**src/pio_pkg.sv**
```systemverilog
// Package for the parallel I/O port: register map, widths, reset values.
// Assumes a 32-bit AXI4-Lite register bus and a single peripheral clock.
package pio_pkg;

    // Port width and the mask of pins that exist on this part.
    localparam int unsigned PIN_W = 16;
    localparam logic [15:0] PIN_IMPL_MASK = 16'hffff;
    // Pins that share an analog function.
    localparam logic [15:0] PIN_ANALOG_MASK = 16'h00ff;

    // Register byte addresses (base registers).
    localparam logic [7:0] ADDR_DIR = 8'h00;
    localparam logic [7:0] ADDR_PIN = 8'h10;
    localparam logic [7:0] ADDR_LAT = 8'h20;
    localparam logic [7:0] ADDR_ODR = 8'h30;
    localparam logic [7:0] ADDR_PUE = 8'h40;
    localparam logic [7:0] ADDR_CNE = 8'h50;
    localparam logic [7:0] ADDR_DIG = 8'h60;
    localparam logic [7:0] ADDR_ALT = 8'h70;
    localparam logic [7:0] ADDR_IST = 8'h80;
    localparam logic [7:0] ADDR_ICL = 8'h90;
    localparam logic [7:0] ADDR_IEN = 8'ha0;

    // Alias offsets within a register group.
    localparam logic [1:0] ALIAS_BASE = 2'h0;
    localparam logic [1:0] ALIAS_CLR = 2'h1;
    localparam logic [1:0] ALIAS_SET = 2'h2;
    localparam logic [1:0] ALIAS_INV = 2'h3;

    // Reset values.
    localparam logic [15:0] DIR_RESET = 16'hffff;
    localparam logic [15:0] ZERO16 = 16'h0000;
    localparam logic [31:0] ZERO32 = 32'h0000_0000;

    // Interrupt status bits.
    localparam int unsigned IRQ_W = 1;
    localparam int unsigned IRQ_CHANGE = 0;

    // AXI responses.
    localparam logic [1:0] RESP_OKAY = 2'h0;
    localparam logic [1:0] RESP_SLVERR = 2'h2;

    // Write state machine.
    typedef enum logic [1:0] {
        PIO_WR_IDLE,
        PIO_WR_RESP
    } pio_wr_e;

endpackage

```
**src/pio_port.sv**
```systemverilog
// Parallel I/O port with AXI4-Lite register access and change interrupt.
// Assumes pads resolve pin levels from pin_out and pin_oe outside.
// Operation
// - Direction bit one makes the pin an input and releases its driver.
// - Direction bit zero drives the pin from the output latch.
// - After reset every pin is an input.
// - Analog-shared pins come out of reset in analog mode.
// - Pin-state read returns the pin levels, not the latch.
// - Pin-state write goes into the output latch.
// - Latch takes writes to itself or pin-state, latest wins.
// - Latch read returns the last value written through either register.
// - Unimplemented pins read zero in direction, latch and pin-state.
// - An active alternate function takes over the pin.
// - Each pin has its own open-drain enable.
// - Each pin has its own weak pull-up enable.
// - Selected input pins raise an interrupt when they change.
// - Clear, set and invert aliases touch only bits written as one.
// - Clear, set, invert aliases sit at base plus 4, 8, 12.
// - Alias reads return zero; read the base register.
// - An analog pin reads zero in pin-state; alt_in still follows its pad.
module pio_port (
    // Clock and reset.
    input wire logic aclk,
    input wire logic aresetn,
    // AXI4-Lite write address.
    input wire logic [7:0] s_axi_awaddr,
    input wire logic s_axi_awvalid,
    output logic s_axi_awready,
    // AXI4-Lite write data.
    input wire logic [31:0] s_axi_wdata,
    input wire logic [3:0] s_axi_wstrb,
    input wire logic s_axi_wvalid,
    output logic s_axi_wready,
    // AXI4-Lite write response.
    output logic [1:0] s_axi_bresp,
    output logic s_axi_bvalid,
    input wire logic s_axi_bready,
    // AXI4-Lite read address.
    input wire logic [7:0] s_axi_araddr,
    input wire logic s_axi_arvalid,
    output logic s_axi_arready,
    // AXI4-Lite read data.
    output logic [31:0] s_axi_rdata,
    output logic [1:0] s_axi_rresp,
    output logic s_axi_rvalid,
    input wire logic s_axi_rready,
    // Pins.
    input wire logic [15:0] pin_in,
    output logic [15:0] pin_out,
    output logic [15:0] pin_oe,
    output logic [15:0] pull_up_en,
    output logic [15:0] analog_en,
    // Alternate peripheral functions.
    input wire logic [15:0] alt_out,
    input wire logic [15:0] alt_oe,
    output logic [15:0] alt_in,
    // Interrupt.
    output logic irq
);

    // All state of the port sits in one packed struct.
    // The bus side holds each captured write half until the write is done,
    // and the read answer until the master takes it. The pin side holds the
    // configuration words, the last digital pin view for change detection,
    // and the status and enable bits of the change interrupt.
    // Nothing outside this struct holds state; the synchroniser keeps its
    // own two stages.
    typedef struct packed {
        pio_pkg::pio_wr_e wst;
        logic aw_got;
        logic w_got;
        logic [7:0] awaddr;
        logic [31:0] wdata;
        logic [3:0] wstrb;
        logic [1:0] bresp;
        logic rvalid;
        logic [31:0] rdata;
        logic [1:0] rresp;
        logic [15:0] dir;
        logic [15:0] lat;
        logic [15:0] odr;
        logic [15:0] pue;
        logic [15:0] cne;
        logic [15:0] dig;
        logic [15:0] alt;
        logic [15:0] prev;
        logic ist;
        logic ien;
    } pio_port_s;

    // Registered state, its next value, and combinational helpers.
    pio_port_s s_q, s_d;
    logic [15:0] pin_sync;
    logic [15:0] pin_view;
    logic [15:0] alias_cur;
    logic [15:0] alias_nxt;
    logic [15:0] wmask;
    logic [15:0] changed;
    logic wr_fire;

    // Byte strobes to a 16-bit write mask.
    // Only the two low strobes matter: every register is at most 16 bits wide
    // and the upper half of the data word is never used.
    function automatic logic [15:0] strb_mask(input logic [3:0] strb);
        strb_mask = {{8{strb[1]}}, {8{strb[0]}}};
    endfunction

    // Base register group of an address, alias bits removed.
    // A group spans sixteen bytes, the base word and its three aliases,
    // so one decode serves all four addresses.
    function automatic logic [7:0] group_of(input logic [7:0] a);
        group_of = {a[7:4], 4'h0};
    endfunction

    // Alias code of an address: base, clear, set or invert.
    // The alias code sits just above the byte offset in the word.
    function automatic logic [1:0] alias_of(input logic [7:0] a);
        alias_of = a[3:2];
    endfunction

    // Pin levels are synchronised before anyone reads them.
    // A raw pad level may go metastable or look different to two readers
    // in one cycle. The pin-state read, the change detector and the
    // alternate functions all use the second stage only, which costs two
    // cycles of delay.
    pio_sync u_sync (
        .aclk(aclk),
        .aresetn(aresetn),
        .async_in(pin_in),
        .sync_out(pin_sync)
    );

    // Digital view of pins; analog pins read zero, missing pins zero.
    // An analog pin is masked out of this view: it reads zero and can never
    // trigger the change detector, whatever level its pad shows. Pins that
    // the port lacks are masked here as well.
    assign pin_view = pin_sync & s_q.dig & pio_pkg::PIN_IMPL_MASK;

    // Pick the register the pending write targets.
    // The pin-state group has no storage of its own: its writes and aliases
    // land in the output latch, so the latch is their starting value.
    // Status and clear have no word to modify.
    // Unknown groups give zero and are refused when the write is done.
    always_comb begin
        unique case (group_of(s_q.awaddr))
            pio_pkg::ADDR_DIR: alias_cur = s_q.dir;
            pio_pkg::ADDR_PIN: alias_cur = s_q.lat;
            pio_pkg::ADDR_LAT: alias_cur = s_q.lat;
            pio_pkg::ADDR_ODR: alias_cur = s_q.odr;
            pio_pkg::ADDR_PUE: alias_cur = s_q.pue;
            pio_pkg::ADDR_CNE: alias_cur = s_q.cne;
            pio_pkg::ADDR_DIG: alias_cur = s_q.dig;
            pio_pkg::ADDR_ALT: alias_cur = s_q.alt;
            pio_pkg::ADDR_IEN: alias_cur = {{15{1'b0}}, s_q.ien};
            default: alias_cur = pio_pkg::ZERO16;
        endcase
    end

    // Clear, set and invert arithmetic on the targeted register.
    // Strobes are applied after the alias operation, so a masked byte keeps
    // its old value whatever the alias would have done.
    pio_alias u_alias (
        .alias_sel(alias_of(s_q.awaddr)),
        .cur(alias_cur),
        .wdata(s_q.wdata[15:0]),
        .nxt(alias_nxt)
    );

    // Write mask, write trigger and change detection.
    // A change counts only on a monitored input pin: an output follows its
    // own latch, and reporting it would only echo software's own writes.
    // The previous view is refreshed every cycle, so a change fires once.
    assign wmask = strb_mask(s_q.wstrb);
    assign wr_fire = (s_q.wst == pio_pkg::PIO_WR_IDLE) && s_q.aw_got && s_q.w_got;
    assign changed = (pin_view ^ s_q.prev) & s_q.cne & s_q.dir;

    // Next-state logic: bus handshakes, register writes, change detection.
    // Each write half is captured on its own handshake while no response is
    // pending. With both halves held the write is performed in the next cycle
    // and the response raised at that edge, one edge after the later half.
    // The readies stay low until the response is taken, so one write at a
    // time is in flight.
    // A read may run alongside a write; the two paths share no bus state.
    always_comb begin
        logic [15:0] merged;
        logic [7:0] grp;
        logic hit;
        merged = (alias_nxt & wmask) | (alias_cur & ~wmask);
        grp = group_of(s_q.awaddr);
        hit = 1'b1;
        s_d = s_q;
        // Address and data are accepted in either order.
        // A half that arrives first simply waits for the other; its ready
        // stays low meanwhile.
        if (s_axi_awvalid && !s_q.aw_got && s_q.wst == pio_pkg::PIO_WR_IDLE) begin
            s_d.aw_got = 1'b1;
            s_d.awaddr = s_axi_awaddr;
        end
        if (s_axi_wvalid && !s_q.w_got && s_q.wst == pio_pkg::PIO_WR_IDLE) begin
            s_d.w_got = 1'b1;
            s_d.wdata = s_axi_wdata;
            s_d.wstrb = s_axi_wstrb;
        end
        // Change detection on monitored input pins.
        // The flag is sticky: any monitored change sets it, and it stays set
        // until software writes the clear word. A change in the cycle of the
        // clear wins, so no event is lost.
        s_d.prev = pin_view;
        if (|changed) begin
            s_d.ist = 1'b1;
        end
        // Perform the write once both halves are in.
        // Unmapped groups change nothing and answer with an error. Status
        // writes are ignored but answered as good: the status bit is read-only
        // and clears only through the clear word.
        if (wr_fire) begin
            unique case (grp)
                pio_pkg::ADDR_DIR: s_d.dir = merged & pio_pkg::PIN_IMPL_MASK;
                pio_pkg::ADDR_PIN: s_d.lat = merged & pio_pkg::PIN_IMPL_MASK;
                pio_pkg::ADDR_LAT: s_d.lat = merged & pio_pkg::PIN_IMPL_MASK;
                pio_pkg::ADDR_ODR: s_d.odr = merged & pio_pkg::PIN_IMPL_MASK;
                pio_pkg::ADDR_PUE: s_d.pue = merged & pio_pkg::PIN_IMPL_MASK;
                pio_pkg::ADDR_CNE: s_d.cne = merged & pio_pkg::PIN_IMPL_MASK;
                pio_pkg::ADDR_DIG: s_d.dig = merged & pio_pkg::PIN_IMPL_MASK;
                pio_pkg::ADDR_ALT: s_d.alt = merged & pio_pkg::PIN_IMPL_MASK;
                pio_pkg::ADDR_IEN: s_d.ien = merged[pio_pkg::IRQ_CHANGE];
                pio_pkg::ADDR_ICL: begin
                    // A new change in the same cycle keeps the flag set.
                    if (s_q.wdata[pio_pkg::IRQ_CHANGE] && !(|changed)) begin
                        s_d.ist = 1'b0;
                    end
                end
                pio_pkg::ADDR_IST: hit = 1'b1;
                default: hit = 1'b0;
            endcase
            s_d.aw_got = 1'b0;
            s_d.w_got = 1'b0;
            s_d.bresp = hit ? pio_pkg::RESP_OKAY : pio_pkg::RESP_SLVERR;
            s_d.wst = pio_pkg::PIO_WR_RESP;
        end
        // The response stands until bready is seen; the readies return at
        // that edge, ready for the next write.
        if (s_q.wst == pio_pkg::PIO_WR_RESP && s_axi_bready) begin
            s_d.wst = pio_pkg::PIO_WR_IDLE;
        end
        // Read channel: one cycle from address to data.
        // The answer is registered at the same edge that takes the address and
        // stands until rready is seen. The address ready is the inverse of
        // rvalid, so an untaken answer is never overwritten.
        if (s_q.rvalid && s_axi_rready) begin
            s_d.rvalid = 1'b0;
        end
        if (s_axi_arvalid && !s_q.rvalid) begin
            s_d.rvalid = 1'b1;
            s_d.rresp = pio_pkg::RESP_OKAY;
            s_d.rdata = pio_pkg::ZERO32;
            // Alias reads give zero; only base registers show content.
            // Software reads the base word to see what an alias write did;
            // the clear word has nothing to show and reads zero.
            if (alias_of(s_axi_araddr) == pio_pkg::ALIAS_BASE) begin
                unique case (group_of(s_axi_araddr))
                    pio_pkg::ADDR_DIR: s_d.rdata[15:0] = s_q.dir;
                    pio_pkg::ADDR_PIN: s_d.rdata[15:0] = pin_view;
                    pio_pkg::ADDR_LAT: s_d.rdata[15:0] = s_q.lat;
                    pio_pkg::ADDR_ODR: s_d.rdata[15:0] = s_q.odr;
                    pio_pkg::ADDR_PUE: s_d.rdata[15:0] = s_q.pue;
                    pio_pkg::ADDR_CNE: s_d.rdata[15:0] = s_q.cne;
                    pio_pkg::ADDR_DIG: s_d.rdata[15:0] = s_q.dig;
                    pio_pkg::ADDR_ALT: s_d.rdata[15:0] = s_q.alt;
                    pio_pkg::ADDR_IST: s_d.rdata[pio_pkg::IRQ_CHANGE] = s_q.ist;
                    pio_pkg::ADDR_IEN: s_d.rdata[pio_pkg::IRQ_CHANGE] = s_q.ien;
                    pio_pkg::ADDR_ICL: s_d.rdata = pio_pkg::ZERO32;
                    default: s_d.rresp = pio_pkg::RESP_SLVERR;
                endcase
            end else if (group_of(s_axi_araddr) > pio_pkg::ADDR_IEN) begin
                s_d.rresp = pio_pkg::RESP_SLVERR;
            end
        end
    end

    // State register; all pins inputs and analog pins analog after reset.
    // Reset is synchronous. It clears everything, then makes every pin an
    // input and puts the analog-shared pins back in analog mode, so no
    // driver fights an external source and neither the pin-state read nor the
    // change detector sees an analog level before software sets the port up.
    // The status flag and its enable come up clear, so irq starts low.
    always_ff @(posedge aclk) begin
        if (!aresetn) begin
            s_q <= '0;
            s_q.wst <= pio_pkg::PIO_WR_IDLE;
            s_q.dir <= pio_pkg::DIR_RESET & pio_pkg::PIN_IMPL_MASK;
            s_q.dig <= ~pio_pkg::PIN_ANALOG_MASK & pio_pkg::PIN_IMPL_MASK;
        end else begin
            s_q <= s_d;
        end
    end

    // Pad drive: alternate function first, then port output or open-drain.
    // An active alternate function owns the level and the enable of its pin.
    // Otherwise an input releases the pad, a push-pull output drives the
    // latch, and an open-drain output only pulls low: a latch one releases
    // the pad and leaves the level to an external pull-up.
    always_comb begin
        for (int i = 0; i < pio_pkg::PIN_W; i++) begin
            if (s_q.alt[i]) begin
                pin_out[i] = alt_out[i];
                pin_oe[i] = alt_oe[i];
            end else if (s_q.dir[i]) begin
                pin_out[i] = 1'b0;
                pin_oe[i] = 1'b0;
            end else if (s_q.odr[i]) begin
                pin_out[i] = 1'b0;
                pin_oe[i] = ~s_q.lat[i];
            end else begin
                pin_out[i] = s_q.lat[i];
                pin_oe[i] = 1'b1;
            end
        end
    end

    // Side outputs.
    // The pull-up acts on direction-input pins only, so a port-driven output never has it on.
    // The interrupt is a level that stands while the status bit and its
    // enable are both set; clearing either lowers it at the edge that
    // performs the write.
    assign pull_up_en = s_q.pue & s_q.dir;
    assign analog_en = ~s_q.dig & pio_pkg::PIN_IMPL_MASK;
    assign alt_in = pin_sync;
    assign irq = s_q.ist & s_q.ien;

    // AXI outputs.
    // The readies depend on the state register only, never on the master's
    // valids, so no combinational loop can form across the bus.
    // The write response and the read answer are registered outputs.
    assign s_axi_awready = !s_q.aw_got && s_q.wst == pio_pkg::PIO_WR_IDLE;
    assign s_axi_wready = !s_q.w_got && s_q.wst == pio_pkg::PIO_WR_IDLE;
    assign s_axi_bvalid = s_q.wst == pio_pkg::PIO_WR_RESP;
    assign s_axi_bresp = s_q.bresp;
    assign s_axi_arready = !s_q.rvalid;
    assign s_axi_rvalid = s_q.rvalid;
    assign s_axi_rdata = s_q.rdata;
    assign s_axi_rresp = s_q.rresp;

endmodule // pio_port

```
**src/pio_sync.sv**
```systemverilog
// Two-flop synchroniser for a bank of pin levels.
// Assumes the inputs are asynchronous to aclk.
module pio_sync (
    // Clock and reset.
    input wire logic aclk,
    input wire logic aresetn,
    // Levels.
    input wire logic [15:0] async_in,
    output logic [15:0] sync_out
);

    typedef struct packed {
        logic [15:0] meta;
        logic [15:0] sync;
    } pio_sync_s;

    pio_sync_s s_q, s_d;

    // The first stage is read by the second stage only.
    always_comb begin
        s_d = s_q;
        s_d.meta = async_in;
        s_d.sync = s_q.meta;
    end

    // State register.
    always_ff @(posedge aclk) begin
        if (!aresetn) begin
            s_q <= '0;
        end else begin
            s_q <= s_d;
        end
    end

    assign sync_out = s_q.sync;

endmodule // pio_sync

```
**src/pio_alias.sv**
```systemverilog
// Applies a base, clear, set or invert alias write to a register value.
// Assumes the alias code is one of the four package alias offsets.
module pio_alias (
    // Operation.
    input wire logic [1:0] alias_sel,
    input wire logic [15:0] cur,
    input wire logic [15:0] wdata,
    // Result.
    output logic [15:0] nxt
);

    // Only bits written as one are touched by the clear, set and invert aliases.
    always_comb begin
        unique case (alias_sel)
            pio_pkg::ALIAS_CLR: nxt = cur & ~wdata;
            pio_pkg::ALIAS_SET: nxt = cur | wdata;
            pio_pkg::ALIAS_INV: nxt = cur ^ wdata;
            default: nxt = wdata;
        endcase
    end

endmodule // pio_alias

```
**config.mk**
```make
export PLATFORM = sky130hd
export DESIGN_NAME = pio_port
export DESIGN_NICKNAME = d
export VERILOG_FILES = /design/src/pio_pkg.sv /design/src/pio_port.sv /design/src/pio_sync.sv /design/src/pio_alias.sv
export SDC_FILE = /design/constraint.sdc
export NUM_CORES = 1
export LEC_CHECK = 0
export ABC_AREA = 1
export BUFFER_PORTS_ARGS = -buffer_cell sky130_fd_sc_hd__buf_2
export CORE_AREA = 8 8 284 149
export CTS_BUF_LIST = sky130_fd_sc_hd__clkbuf_2 sky130_fd_sc_hd__clkbuf_4 sky130_fd_sc_hd__clkbuf_8
export CTS_CLUSTER_DIAMETER = 200
export DETAILED_ROUTE_END_ITERATION = 10
export DIE_AREA = 0 0 292 157
export HOLD_SLACK_MARGIN = 0.05
export SETUP_SLACK_MARGIN = 0.4
export SLEW_MARGIN = 20
export SYNTH_ARGS = -nofsm -noshare
export SYNTH_HDL_FRONTEND = slang
export SYNTH_SLANG_ARGS = --single-unit
```
**constraint.sdc**
```tcl
create_clock -name aclk -period 5.2 [get_ports aclk]
set_clock_uncertainty 0.05 [all_clocks]
set_input_delay 0.26 -clock aclk [delete_from_list [all_inputs] [get_ports aclk]]
set_output_delay 0.26 -clock aclk [all_outputs]
set_load 0.005 [all_outputs]
```
Word-level counts from Yosys, hierarchy flattened

Index checks and enable logic that the tools add are counted.

Bitwise operators: 32
Multiplexer cells: 114
Equality and inequality tests: 23
Reductions and logical operators: 35
Magnitude comparators: 1

Operators with widths:

| kind                                                             | number |
|---|---|
| 16-bit one-hot mux with 8 select lines                           | 1 |
| 15-bit one-hot mux with 8 select lines                           | 1 |
| 16-bit bitwise AND                                               | 7 |
| 1-bit two-way mux                                                | 103 |
| 16-bit NOT                                                       | 3 |
| 16-bit one-hot mux with 3 select lines                           | 1 |
| 35-bit two-way mux                                               | 1 |
| 4-bit by 3-bit == test with 1-bit output (second input constant) | 8 |
| 16-bit OR                                                        | 2 |
| 16-bit bitwise XOR                                               | 2 |
| 4-bit == test (second input constant)                            | 6 |
| 11-bit OR reduction                                              | 2 |
| 1-bit NOT                                                        | 17 |
| 4-bit by 2-bit == test with 1-bit output (second input constant) | 4 |
| 16-bit two-way mux                                               | 1 |
| 2-bit AND reduction                                              | 8 |
| 16-bit OR reduction                                              | 1 |
| 1-bit logical AND                                                | 12 |
| 2-bit two-way mux                                                | 5 |
| 1-bit one-hot mux with 10 select lines                           | 1 |
| 4-bit by 1-bit == test with 1-bit output (second input constant) | 2 |
| 8-bit greater-than comparator (second input constant)            | 1 |
| 4-bit zero test                                                  | 2 |
| 2-bit OR reduction                                               | 3 |
| other kinds (6)                                                  | 11 |

Output and inout bits: 122
Input port bits: 107
Word-level logic and storage cells: 227
Flip-flop bits (word level): 228

Longest topological paths before layout

Depth in word-level cells: 10
Mapped depth: 15
Depth with buffers taken out: 15

By module

From an unflattened synthesis, not the netlist that was laid out.

Cell total of the unflattened synthesis: 1,730
Area, all modules: 11,323.4 µm²

By module, submodules not included:

| module    | cells an instance | times used | sequential area each (µm²) | area an instance (µm²) |
|---|---|---|---|---|
| pio_port  | 1,459             | 1          | 3,523.4                    | 9,332.7 |
| pio_alias | 172               | 1          | 0.0                        | 1,076.0 |
| pio_sync  | 99                | 1          | 640.6                      | 914.6 |

Least setup slack after synthesis

Ideal clock, no wire load.

Path type: register to register
From: register s_q[207] (netlist name)
To: register s_q[34] (netlist name)
Setup slack: 3.071 ns
Arrival time: 1.970 ns
Buffers on the path: 0
Required time: 5.041 ns
Stages on the path, launching flop included: 15
Path through: dfxtp_1 > nand2_4 > nor2_4 > nand2_1 > nand2_1 > nor2_1 > nand2_1 > inv_1 > ha_1 > nand2_1 > o211ai_1 > o21ai_1 > nand3_1 > nand2_1 > inv_1

Longest elaborated chain between the ends: 7

Ends and longest elaborated chain:

| element                                                                                                     | line            | source |
|---|---|---|
| from (decl)                                                                                                 | pio_port.sv:92  | `pio_port_s s_q, s_d;` |
| 4-bit by 2-bit == test with 1-bit output / 4-bit by 1-bit == test with 1-bit output (equally long branches) | pio_port.sv:145 | `unique case (group_of(s_q.awaddr))` |
| 2-bit OR reduction (no source line)                                                                         | --              |  |
| 16-bit one-hot mux with 8 select lines                                                                      | pio_port.sv:145 |  |
| 16-bit bitwise XOR (tied with other cells)                                                                  | pio_alias.sv:17 | `pio_pkg::ALIAS_INV: nxt = cur ^ wdata;` |
| 16-bit one-hot mux with 3 select lines                                                                      | pio_alias.sv:14 | `unique case (alias_sel)` |
| 16-bit bitwise AND                                                                                          | pio_port.sv:188 | `merged = (alias_nxt & wmask) \| (alias_cur & ~wmask);` |
| 16-bit OR                                                                                                   | pio_port.sv:188 |  |

Several ways; a longest one is shown, not always the timed one.
A chain may end at the register's enable or synchronous reset.

Worst setup path after layout

From: register s_q[209] (netlist name)
To: register s_q[39] (netlist name)

The elaborated chain is that of the path after synthesis.

==> impl_metrics.yaml <==
worst_setup_path:
  cp-startpoint: "s_q[209]"
  critPathMostFrequentCell: "nand2_1"
  crit_buf_inv: 2
  path_max_fanout: 16
  crit_path_start_kind: "flip-flop"
  critical_path.top_delay_family: "simple AND/OR/NAND/NOR gates"
  reg2reg_from: "s_q[209]"
  arrival_ns: 3.66
  critical_path.max_stage_delay_ns: 0.60
  crit_slowest_cell: "o21ai_1"
  path_cells: "nor2_2, nand3_4, nor2_1, nor2_1, nand2_1, inv_1, ha_1, nand2_1, o211ai_1, o21ai_1, nand3_1, nand2_1, inv_1"
  worst-setup-path-type: "reg -> reg"
  reg2reg_slack_ns: 1.96
  end_kind: "flip-flop"
  crit_required_ns: 5.62
pwr:
  p_leak_nw: 6.72
  vdd_drop_max_v: 0.000101
  power_density_nw_per_um2: 281
  p_total_mw: 3.79
routing:
  drt_pass1_iterations: 7
  drt_iter0_drc: 1359
  drt_wl_total_mm: 45.2
  routedWlPerCell_um: 18.5
  vias: 12253
  ant_nets: 0
  viasPerCell: 5.01
  drc: 0
cts:
  post-cts-setup-buffer-count: 0
  clock-sinks: 208
  clkSlewWorstSetupHoldPaths_ns: 0.07
  cts_resized: 0
  cts_buffer_depth: 3
  clock_latency_ns: 0.56
  tritoncts: "yes"
  htreeDepth: 2
  clock_tree.root_cell: "clkbuf_8"
  numCtsBuffers: 35
synthesis:
  synth_xor_area_share_pct: 0.0777
  yosys.area_share.simple_pct: 28.9
  synthDistinctLibCells: 39
  synthMuxAreaShare_pct: 0
  ys_ff_latch: 208
  syn_inst: 1733
  synth_area_um2: 11300
  synthAdderAreaFrac_pct: 3.55
  yosysSeqAreaShare_pct: 36.9
  synth_compound_area_share_pct: 18.1
  yosys_warnings: 0
  synth_top_family_by_area: "simple AND/OR/NAND/NOR gates"
  synth_area_per_cell_um2: 6.50
global_route:
  grt_pass1_wl_mm: 67.2
  antenna_found_initial: 1
  grt_pass1_vias: 11572
  grt_max_degree: 84
  grt_overflow_total: 0
  grt_use_total_pct: 18.7
timing:
  worst_slew_margin_rel_pct: 21.4
  fmax_ghz: 0.309
  setup_viol: 0
  hold_viol: 0
  slew_violations: 0
  final.min_clock_period_ns: 3.24
  rsz0062_at_grt: "false"
  setup_tns_ns: 0
  worst_slew_pin_slew_ns: 1.18
  post-route-period-util_pct: 62.3
floorplanning:
  rows: 51
  ios: 229
  die_w_um: 292
  die_y_um: 157
  fp.coreArea_um2: 38200
  dieArea_um2: 45800
  initial_core_util_pct: 29.5
layout:
  drive_above_1_share_pct: 15.5
  n_antenna_cell: 0
  fill_cells: 4083
  area_growth_pct: 19.7
  multiInputGateArea_um2: 5780
  regArea_um2: 4160
  final_cell_mix: "534 x nand2_1, 208 x dfxtp_1, 204 x inv_1"
  final_common_cell: "nand2_1"
  layout.nets: 2063
job:
  drv_cap: 0
placed_design:
  portBuffers: 188
  hpwl_mm: 33.1
  gp_congestion: 0.939
outcome:
  status: "complete, no violations"
hold_path:
  hp-class: "in -> reg"
  hold_start: "aresetn"
[worst paths after layout]
kind	end	cells past startpoint
hold reg to reg	u_sync.sync_out[3]	2
setup reg to reg	s_q[39]	13
hold / removal	u_sync.sync_out[15]	3
setup / recovery	s_q[39]	13
[worst min-delay path, stage by stage]
cell,delay (ns)
buf_4,0.30
nand2_1,0.13
inv_1,0.03
[synthesized netlist by cell type (all sizes together)]
cell | number | area [um^2]
o41ai | 16 | 140
o21a | 1 | 7.51
a211oi | 1 | 7.51
o22ai | 9 | 56.3
nand3b | 2 | 15.0
dfxtp | 208 | 4160
xnor2 | 1 | 8.76
o311ai | 1 | 8.76
nor3 | 2 | 10.0
inv | 212 | 796
clkbuf | 43 | 161
conb | 1 | 3.75
nand2 | 553 | 2140
o2111ai | 12 | 105
o21ai | 167 | 843
o31ai | 1 | 7.51
or2 | 1 | 6.26
ha | 32 | 400
nor2 | 156 | 639
o211ai | 5 | 37.5
clkinv | 1 | 3.75
nand3 | 71 | 373
nand4 | 12 | 75.1
a21oi | 162 | 830
buf | 63 | 434
[stage by stage]
stage          cell area, um^2  util, %  cells  hold WS (ns)  setup slack [ns]
5_1_grt                  13500     35.3   2447         0.171              1.76
2_1_floorplan            11300        -   1750         0.308              3.07
6_report                 13500     35.3   2447         0.172              1.96
3_3_place_gp             12400     32.4   2344         0.343              2.08
4_1_cts                  13500     35.3   2447         0.138              2.03
3_5_place_dp             12400     32.4   2344         0.348              2.04
[logic make-up (layout without fill, tap and decap cells)]
group	after synthesis	count (layout)
AO/OA/AOI/OAI	375	375
XOR/XNOR	1	1
adder cells (fa/ha/maj)	32	32
buffers and inverters	319	513
flip-flops	208	208
other	1	18
AND/OR/NAND/NOR	797	797
[power by group]
part / switching [mW] / internal, mW / leakage (nW) / total, mW
combinational: 0.453 / 0.196 / 4.69 / 0.648
clock: 0.726 / 0.732 / 0.340 / 1.46
sequential: 0.0410 / 1.64 / 1.69 / 1.68
total: 1.22 / 2.57 / 6.72 / 3.79
[flip-flops by register name (all words and copies together) (netlist names)]
signal and count:
s_axi_bresp 1, s_q 157, u_sync.sync_out 16, s_axi_rdata 16, s_axi_rvalid 1, s_axi_rresp 1
u_sync.s_d 16
[metal layers]
metal	part of all wire [%]	vias up	global-route usage (%)
li1	-	5875	-
met1	42	5634	24.8
met2	44	624	29.2
met3	11	120	5.06
met4	3.0	0	6.30
met5	0	-	0
[cell type report]
cell class / count / area share [%]
clock buffer: 47 / 4.33
clock inverter: 10 / 0.454
inverter: 213 / 5.93
multi-input combinational: 1223 / 42.9
sequential: 208 / 30.9
tap: 503 / 4.66
timing repair buffer: 243 / 10.9
[repair_timing]
item	4_1_cts	5_1_grt
hold buffers	46	0
endpoints found under the hold margin	44	0
setup endpoints to repair	0	0
(Power assumes the default switching activity.)
